`config.mk`:
```
export PLATFORM = sky130hd
export DESIGN_NAME = disc_error_code_mapper
export DESIGN_NICKNAME = d
export VERILOG_FILES = /design/src/include/err_map_pkg.sv /design/src/hdl/log_mem.sv /design/src/hdl/disc_error_code_mapper.sv
export SDC_FILE = /design/constraint.sdc
export NUM_CORES = 1
export LEC_CHECK = 0
export CAP_MARGIN = 20
export CORE_ASPECT_RATIO = 0.8
export CORE_UTILIZATION = 30
export DETAILED_ROUTE_END_ITERATION = 8
export DONT_BUFFER_PORTS = 1
export PLACE_DENSITY = 0.44
export SLEW_MARGIN = 20
export SYNTH_ARGS = -nofsm -noshare
export SYNTH_HDL_FRONTEND = slang
export SYNTH_HIERARCHICAL = 1
export SYNTH_SLANG_ARGS = --single-unit
```
`constraint.sdc`:
```
create_clock -name CORE_CLK_IN -period 1.7 [get_ports CORE_CLK_IN]
set_clock_uncertainty 0.1 [all_clocks]
set_input_delay 0.085 -clock CORE_CLK_IN [delete_from_list [all_inputs] [get_ports CORE_CLK_IN]]
set_output_delay 0.085 -clock CORE_CLK_IN [all_outputs]
set_load 0.05 [all_outputs]
```
`src/include/err_map_pkg.sv`:
```
package err_map_pkg;
  // ****************************************************
  // Widths and field positions
  // ****************************************************
  localparam int CODE_W = 8;
  localparam int UNIT_W = 4;
  localparam int OUTCOME_LSB = 0;
  localparam int HEADER_BIT = 2;
  localparam int DATA_BIT = 3;
  localparam int CRC_BIT = 4;
  localparam int CTRL_PAR_BIT = 5;
  localparam int RUN_BIT = 6;
  localparam int PAR_BYTE_BIT = 7;
  localparam logic [1:0] OUTCOME_CORR = 2'h0;
  localparam logic [1:0] OUTCOME_UNCORR = 2'h1;
  localparam logic [1:0] OUTCOME_NONE = 2'h2;
  localparam logic [3:0] UNIT_UNKNOWN = 4'h0;
  localparam logic [7:0] CODE_RESET = 8'h00;
  localparam int LOG_DEPTH = 32;
  localparam int LOG_AW = 5;

  typedef struct packed {
    logic test;
    logic [7:0] code;
  } log_entry_type;

  typedef struct packed {
    logic header;
    logic data;
    logic crc;
    logic ctrl_par;
    logic run;
    logic par_byte;
    logic [1:0] outcome;
  } sector_flags_type;

  typedef enum logic [1:0] {
    ST_IDLE = 2'b01,
    ST_READ = 2'b10
  } rd_state_type;
endpackage

```
`src/hdl/log_mem.sv`:
```
`timescale 1ns/1ns
`default_nettype none
module log_mem #(
  parameter int AW = 5,
  parameter int DW = 9
) (
  input wire logic clk_in,
  input wire logic ce_in,
  input wire logic wr_in,
  input wire logic [AW-1:0] waddr_in,
  input wire logic [DW-1:0] wdata_in,
  input wire logic [AW-1:0] raddr_in,
  output logic [DW-1:0] rdata_out
);
  logic [DW-1:0] mem [0:(1<<AW)-1];

  // Registered read data, no reset so it maps to block RAM
  always_ff @(posedge clk_in) begin
    if (ce_in) begin
      if (wr_in) begin
        mem[waddr_in] <= wdata_in;
      end
      rdata_out <= mem[raddr_in];
    end
  end
endmodule
`default_nettype wire

```
`src/hdl/disc_error_code_mapper.sv`:
```
// Operation
// - An error raised while self-test is idle is classed as a drive error.
// - Each drive error whose servo code is in the table goes both to current status and to the fault log.
// - The same code raised during self-test is logged as a test error.
// - Logged entries are read back on request by the exerciser port.
// - Servo codes are translated by a fixed table before logging.
// - An error raised while self-test runs, however started, is a test error.
// - Test errors carry a replaceable unit code in status, not in the log.
`timescale 1ns/1ns
`default_nettype none
module disc_error_code_mapper
  import err_map_pkg::*;
#(
  parameter int DEPTH_AW = err_map_pkg::LOG_AW
) (
  input wire logic CORE_CLK_IN,
  input wire logic RST_N_IN,
  input wire logic CE_IN,
  input wire logic SELF_TEST_IN,
  input wire logic ERR_VALID_IN,
  input wire logic [err_map_pkg::CODE_W-1:0] SERVO_CODE_IN,
  input wire logic [err_map_pkg::UNIT_W-1:0] UNIT_CODE_IN,
  input wire logic LOG_RD_REQ_IN,
  input wire logic [DEPTH_AW-1:0] LOG_RD_IDX_IN,
  input wire err_map_pkg::sector_flags_type SECTOR_IN,
  output logic STATUS_VALID_OUT,
  output err_map_pkg::log_entry_type STATUS_OUT,
  output logic [err_map_pkg::UNIT_W-1:0] STATUS_UNIT_OUT,
  output logic MAP_MISS_OUT,
  output logic [DEPTH_AW:0] LOG_COUNT_OUT,
  output logic LOG_RD_VALID_OUT,
  output err_map_pkg::log_entry_type LOG_RD_DATA_OUT,
  output logic [err_map_pkg::CODE_W-1:0] SECTOR_BYTE_OUT
);
  import err_map_pkg::*;

  // ****************************************************
  // Servo code translation
  // ****************************************************
  logic [7:0] mapped;
  logic map_hit;

  always_comb begin
    map_hit = 1'b1;
    case (SERVO_CODE_IN)
      8'h01: mapped = 8'hAC;
      8'h02: mapped = 8'h72;
      8'h03: mapped = 8'h73;
      8'h06: mapped = 8'h76;
      8'h07: mapped = 8'h78;
      8'h09: mapped = 8'hB9;
      8'h0A: mapped = 8'h79;
      8'h0B: mapped = 8'h7A;
      8'h0C: mapped = 8'h7B;
      8'h0E: mapped = 8'h7D;
      8'h10: mapped = 8'h7F;
      8'h13: mapped = 8'h80;
      8'h16: mapped = 8'hAD;
      8'h17: mapped = 8'h1C;
      8'h18: mapped = 8'h66;
      8'h19: mapped = 8'hBA;
      8'h1A: mapped = 8'hBB;
      8'h1B: mapped = 8'hBC;
      8'h1C: mapped = 8'hBD;
      default: begin
        mapped = CODE_RESET;
        map_hit = 1'b0;
      end
    endcase
  end

  // ****************************************************
  // Classification and status
  // ****************************************************
  // Self-test level is same-clock logic, so sampled directly
  wire log_entry_type next_entry = '{test: SELF_TEST_IN, code: mapped};
  wire accept = CE_IN && ERR_VALID_IN && map_hit;
  wire [UNIT_W-1:0] next_unit = SELF_TEST_IN ? UNIT_CODE_IN : UNIT_UNKNOWN;

  always_ff @(posedge CORE_CLK_IN or negedge RST_N_IN) begin
    if (!RST_N_IN) begin
      STATUS_VALID_OUT <= 1'b0;
      STATUS_OUT <= '0;
      STATUS_UNIT_OUT <= UNIT_UNKNOWN;
      MAP_MISS_OUT <= 1'b0;
    end else if (CE_IN) begin
      MAP_MISS_OUT <= ERR_VALID_IN && !map_hit;
      if (accept) begin
        STATUS_VALID_OUT <= 1'b1;
        STATUS_OUT <= next_entry;
        STATUS_UNIT_OUT <= next_unit;
      end
    end
  end

  // ****************************************************
  // Fault log, wraps when full and keeps newest entries
  // ****************************************************
  logic [DEPTH_AW-1:0] wr_ptr;
  logic [DEPTH_AW:0] next_count;
  wire [DEPTH_AW:0] log_max = (DEPTH_AW+1)'(1 << DEPTH_AW);
  assign next_count = (LOG_COUNT_OUT == log_max) ? LOG_COUNT_OUT
                                                  : LOG_COUNT_OUT + 1'b1;

  always_ff @(posedge CORE_CLK_IN or negedge RST_N_IN) begin
    if (!RST_N_IN) begin
      wr_ptr <= '0;
      LOG_COUNT_OUT <= '0;
    end else if (accept) begin
      wr_ptr <= wr_ptr + 1'b1;
      LOG_COUNT_OUT <= next_count;
    end
  end

  // Unit code deliberately not stored in the log
  log_entry_type rd_word;
  log_mem #(.AW(DEPTH_AW), .DW($bits(log_entry_type))) log_mem_inst (
    .clk_in(CORE_CLK_IN),
    .ce_in(CE_IN),
    .wr_in(accept),
    .waddr_in(wr_ptr),
    .wdata_in(next_entry),
    .raddr_in(LOG_RD_IDX_IN),
    .rdata_out(rd_word)
  );

  // ****************************************************
  // Exerciser read port: request, one wait, then data
  // ****************************************************
  rd_state_type state;
  rd_state_type next_state;

  always_comb begin
    case (state)
      ST_IDLE: next_state = LOG_RD_REQ_IN ? ST_READ : ST_IDLE;
      ST_READ: next_state = ST_IDLE;
      default: next_state = ST_IDLE;
    endcase
  end

  always_ff @(posedge CORE_CLK_IN or negedge RST_N_IN) begin
    if (!RST_N_IN) begin
      state <= ST_IDLE;
      LOG_RD_VALID_OUT <= 1'b0;
      LOG_RD_DATA_OUT <= '0;
    end else if (CE_IN) begin
      state <= next_state;
      LOG_RD_VALID_OUT <= (state == ST_READ);
      if (state == ST_READ) begin
        LOG_RD_DATA_OUT <= rd_word;
      end
    end
  end

  // ****************************************************
  // Sector error code byte
  // ****************************************************
  logic [7:0] next_sector;
  always_comb begin
    next_sector = CODE_RESET;
    next_sector[OUTCOME_LSB +: 2] = SECTOR_IN.outcome;
    next_sector[HEADER_BIT] = SECTOR_IN.header;
    next_sector[DATA_BIT] = SECTOR_IN.data;
    next_sector[CRC_BIT] = SECTOR_IN.crc;
    next_sector[CTRL_PAR_BIT] = SECTOR_IN.ctrl_par;
    next_sector[RUN_BIT] = SECTOR_IN.run;
    next_sector[PAR_BYTE_BIT] = SECTOR_IN.par_byte;
  end

  always_ff @(posedge CORE_CLK_IN or negedge RST_N_IN) begin
    if (!RST_N_IN) begin
      SECTOR_BYTE_OUT <= {6'h00, OUTCOME_NONE};
    end else if (CE_IN) begin
      SECTOR_BYTE_OUT <= next_sector;
    end
  end
endmodule
`default_nettype wire

```
==> summary by stage <==
STA
Setup repair after global routing could not meet its margin everywhere. Timing would allow up to 0.479 GHz. Setup violations remaining at the end of the flow were counted as 35.

The worst hold-check slack is -0.312 ns. The count of pins over their slew limit is 0. The transition at the pin with the smallest max-transition slack is 0.584 ns.

The minimum period implied by the final worst setup slack is 2.09 ns. The final number of hold-violating endpoints is 9. In this run the tightest slew margin relative to its limit is 0.611. Of the available clock period, the critical path in the final layout requires 1.23.

The final setup slack of the worst path is -0.388 ns.

GRT
After global routing the overflow that remains totals 0. The number of antenna violations at the first check in global routing is 1. The aggregate global-route resource usage is 0.148.

The largest net degree at the start of global routing is 73. The via count of the first global-routing pass is 7210. The global-route wire length before repair is 49100 µm.

Worst setup path
Walking the worst path, the cells encountered are mux4_2 -> mux4_2 -> mux2_4. The worst setup path is launched from a flip-flop. The most frequent cell on the critical path is sky130_fd_sc_hd__mux4_2. The required time of the worst setup path is 1.87 ns. The worst path buffer plus inverter count is 0. The highest-delay cell along the critical path is sky130_fd_sc_hd__mux4_2. The category of the critical setup timing path is flip-flop to flip-flop. The maximum fanout along the worst path is 1. The maximum single-stage delay on the critical path is 0.54 ns. STA classifies the critical path endpoint as a flip-flop. The data arrival at the endpoint of the critical path is 2.26 ns. On the critical path the largest part of the delay comes from multiplexers. Setup slack on the worst reg-to-reg path comes out at -0.39 ns.

Floorplanning
The full die area is 0.0464 mm². Pin placement for this block handled 70 I/O pins. The region available for standard cell placement spans 0.0446 mm². After floorplanning, the core was divided into 69 placement rows. The initial core utilization is 0.306. The chip height is 193 µm. From left edge to right edge, the die measures 241 µm.

Clock tree
The root buffer cell is sky130_fd_sc_hd__clkbuf_16. Buffers inserted during clock tree synthesis total 36. The register clock-pin slew on the reported worst setup and hold paths is 0.06 ns. The later pin in the worst-skew pair is clocked with a latency of 0.53 ns. The clock passes through at most 3 buffers. The H-tree was split into 2 levels.

TritonCTS built the clock tree. Counting every sink on the clock net gives 343.

Final layout
Compared with the post-synthesis result, the final layout area differs by 25.5%. The library cell used most frequently in the layout, excluding fill and tap cells, is sky130_fd_sc_hd__edfxtp_1. Measured on the finished design, the core utilization comes to 0.384. In the final design database the tool counted 851 nets. In the layout the commonest cells are sky130_fd_sc_hd__edfxtp_1, sky130_fd_sc_hd__mux4_2, sky130_fd_sc_hd__buf_4, sky130_fd_sc_hd__dfrtp_1, sky130_fd_sc_hd__buf_6. The fraction of layout instances using a drive strength above 1 is 0.392.

The number of fillers in the final layout is 4042. 0 antenna diodes ended up in the layout. The multi-input combinational cells in the finished layout cover a total of 0.00366 mm². The sequential cell area is 0.0101 mm².

Logic synthesis
The Yosys step of the flow raised 6 warnings. The most used flip-flop cell after synthesis is sky130_fd_sc_hd__edfxtp_1. The portion of the post-synthesis area used by sequential elements is 0.737. After synthesis the cells add up to 0.0137 mm². The simple-gate share of the synthesized area is 0.0427. The multiplexer share of the synthesized area is 0.176. After synthesis, the share of flip-flops with an asynchronous set or reset is 0.134. The net count after synthesis is 717.

Synthesis produced a netlist whose cell count is 683. The share of the synthesized netlist area taken by xor and xnor gates is 0.00705. The number of enable flip-flop cells after synthesis is 297. The average footprint of a synthesized cell is 20.0 µm². The number of flip-flops and latches in the synthesized netlist is 343. The synthesized-area fraction occupied by ao, oa, aoi and oai cells is 0.0174. The main combinational cell family by area after synthesis is multiplexers. In this run, distinct cell masters in the synthesized netlist total 49. The fraction of the mapped netlist area in adder cells is 0.00275.

Route
The first-pass iteration count of the detailed router is 5. After detailed routing, the number of remaining DRC violations is 0. The routed via count divided by cell count is 4.92. The via count of the routed design is 7103. The residual antenna-violating net count after detailed routing is 0. The aggregate routed wire length is 34800 µm. Dividing the detail-routed wire length by the instance count gives 24.1 µm. In this run, the number of DRC markers left after iteration 0 of detailed routing was 703.

Place
The final estimated routing congestion in global placement is 0.718. The count of input and output buffers is 0. The wire-length estimate of the detail-placed layout is 20900 µm. The worst slack after detailed placement is -0.493 ns.

Run
The max-cap violation count is 0.

Min path
The path category of the worst min-delay check is input port to flip-flop.

Power
The peak supply drop is 836 µV. The total power per unit cell area is 1140 mW/mm². The static leakage is 5.82 nW.

Outcome
The flow ran to the end, but the final reports show violations. The final reports fail on hold timing, setup timing.
-- sequential cells by signal, summed over array words and instances (netlist names) --
name	count
STATUS_OUT	9
LOG_COUNT_OUT	6
MAP_MISS_OUT	1
STATUS_VALID_OUT	1
state	2
LOG_RD_VALID_OUT	1
log_mem_inst/rdata_out	9
SECTOR_BYTE_OUT	8
STATUS_UNIT_OUT	4
wr_ptr	5
LOG_RD_DATA_OUT	9
log_mem_inst/mem	288
-- cell usage after synthesis, types with 3 or more instances --
cell type | count | area, µm²
sky130_fd_sc_hd__nand2_1 | 30 | 113
sky130_fd_sc_hd__nand3_1 | 7 | 35.0
sky130_fd_sc_hd__nor2b_1 | 4 | 25.0
sky130_fd_sc_hd__ha_1 | 3 | 37.5
sky130_fd_sc_hd__a21oi_1 | 11 | 55.1
sky130_fd_sc_hd__edfxtp_1 | 297 | 8920
sky130_fd_sc_hd__dfrtp_1 | 44 | 1100
sky130_fd_sc_hd__o21ai_0 | 10 | 50.1
sky130_fd_sc_hd__mux4_2 | 90 | 2030
sky130_fd_sc_hd__mux2_2 | 32 | 360
sky130_fd_sc_hd__clkbuf_1 | 13 | 48.8
sky130_fd_sc_hd__xor2_1 | 4 | 35.0
sky130_fd_sc_hd__buf_2 | 3 | 15.0
sky130_fd_sc_hd__buf_4 | 7 | 52.6
sky130_fd_sc_hd__xnor2_1 | 7 | 61.3
sky130_fd_sc_hd__nor3_1 | 7 | 35.0
sky130_fd_sc_hd__inv_1 | 8 | 30.0
sky130_fd_sc_hd__buf_1 | 10 | 37.5
sky130_fd_sc_hd__nor2_1 | 48 | 180
sky130_fd_sc_hd__nand3b_1 | 4 | 30.0
sky130_fd_sc_hd__nand4_1 | 5 | 31.3
-- worst paths after layout --
kind | start | end | cells past startpoint
worst max-delay path | log_mem_inst/mem[4][2] | log_mem_inst/rdata_out[2] | 3
worst min-delay path | LOG_RD_IDX_IN[3] | log_mem_inst/rdata_out[0] | 1
worst max register to register | log_mem_inst/mem[4][2] | log_mem_inst/rdata_out[2] | 3
worst min register to register | log_mem_inst/rdata_out[5] | LOG_RD_DATA_OUT[5] | 1
max in group asynchronous | RST_N_IN | SECTOR_BYTE_OUT[1] | 3
min in group asynchronous | RST_N_IN | LOG_RD_DATA_OUT[5] | 3
-- timing repair --
action,in CTS,in global routing
pin swaps,9,10
hold endpoints to repair,232,10
setup buffers,13,6
gates cloned,0,15
hold buffers,30,1
setup endpoints to repair,181,461
resized for setup,13,109
-- report_power, final --
part | total (mW) | internal [mW] | switching (mW)
sequential | 10.1 | 9.37 | 0.727
combinational | 1.58 | 0.757 | 0.828
clock | 7.82 | 4.66 | 3.15
-- cell type report --
class | count | share of cell area
inverter | 9 | 0.00226
clock buffer | 50 | 0.0574
tap | 603 | 0.0440
timing repair buffer | 132 | 0.0855
clock inverter | 12 | 0.00985
multi-input combinational | 295 | 0.213
sequential | 343 | 0.588
-- metal layers --
metal,vias to the layer above,global-route usage,part of all wire
li1,3036,-,-
met1,3796,0.212,0.46
met2,227,0.226,0.45
met3,44,0.0358,0.069
met4,0,0.0345,0.016
met5,-,0,0
-- worst register-to-register path, stage by stage (launching register included) --
cell and delay, ns:
sky130_fd_sc_hd__edfxtp_1 0.37, sky130_fd_sc_hd__mux4_2 0.52, sky130_fd_sc_hd__mux4_2 0.54, sky130_fd_sc_hd__mux2_4 0.30
-- per-stage QoR --
stage	hold slack, ns	std cells	setup TNS [ns]	total power [mW]	instance area (µm²)
after global placement	-0.309	1318	-113.94	11.7	15000
after CTS	-0.340	1423	-108.57	19.7	16700
after detailed placement	-0.310	1318	-113.72	11.7	15000
after floorplan	-0.311	683	-266.49	11.3	13900
after global routing	-0.331	1444	-5.37	20.2	17100
final	-0.312	1444	-3.80	19.5	17100
-- kinds of logic after synthesis --
group	Yosys count
flops	343
fa+ha+maj	3
xor+xnor	11
mux	124
compound gates	38
buf+inv	45
simple gates	119
Power figures use the tool's default switching activity.
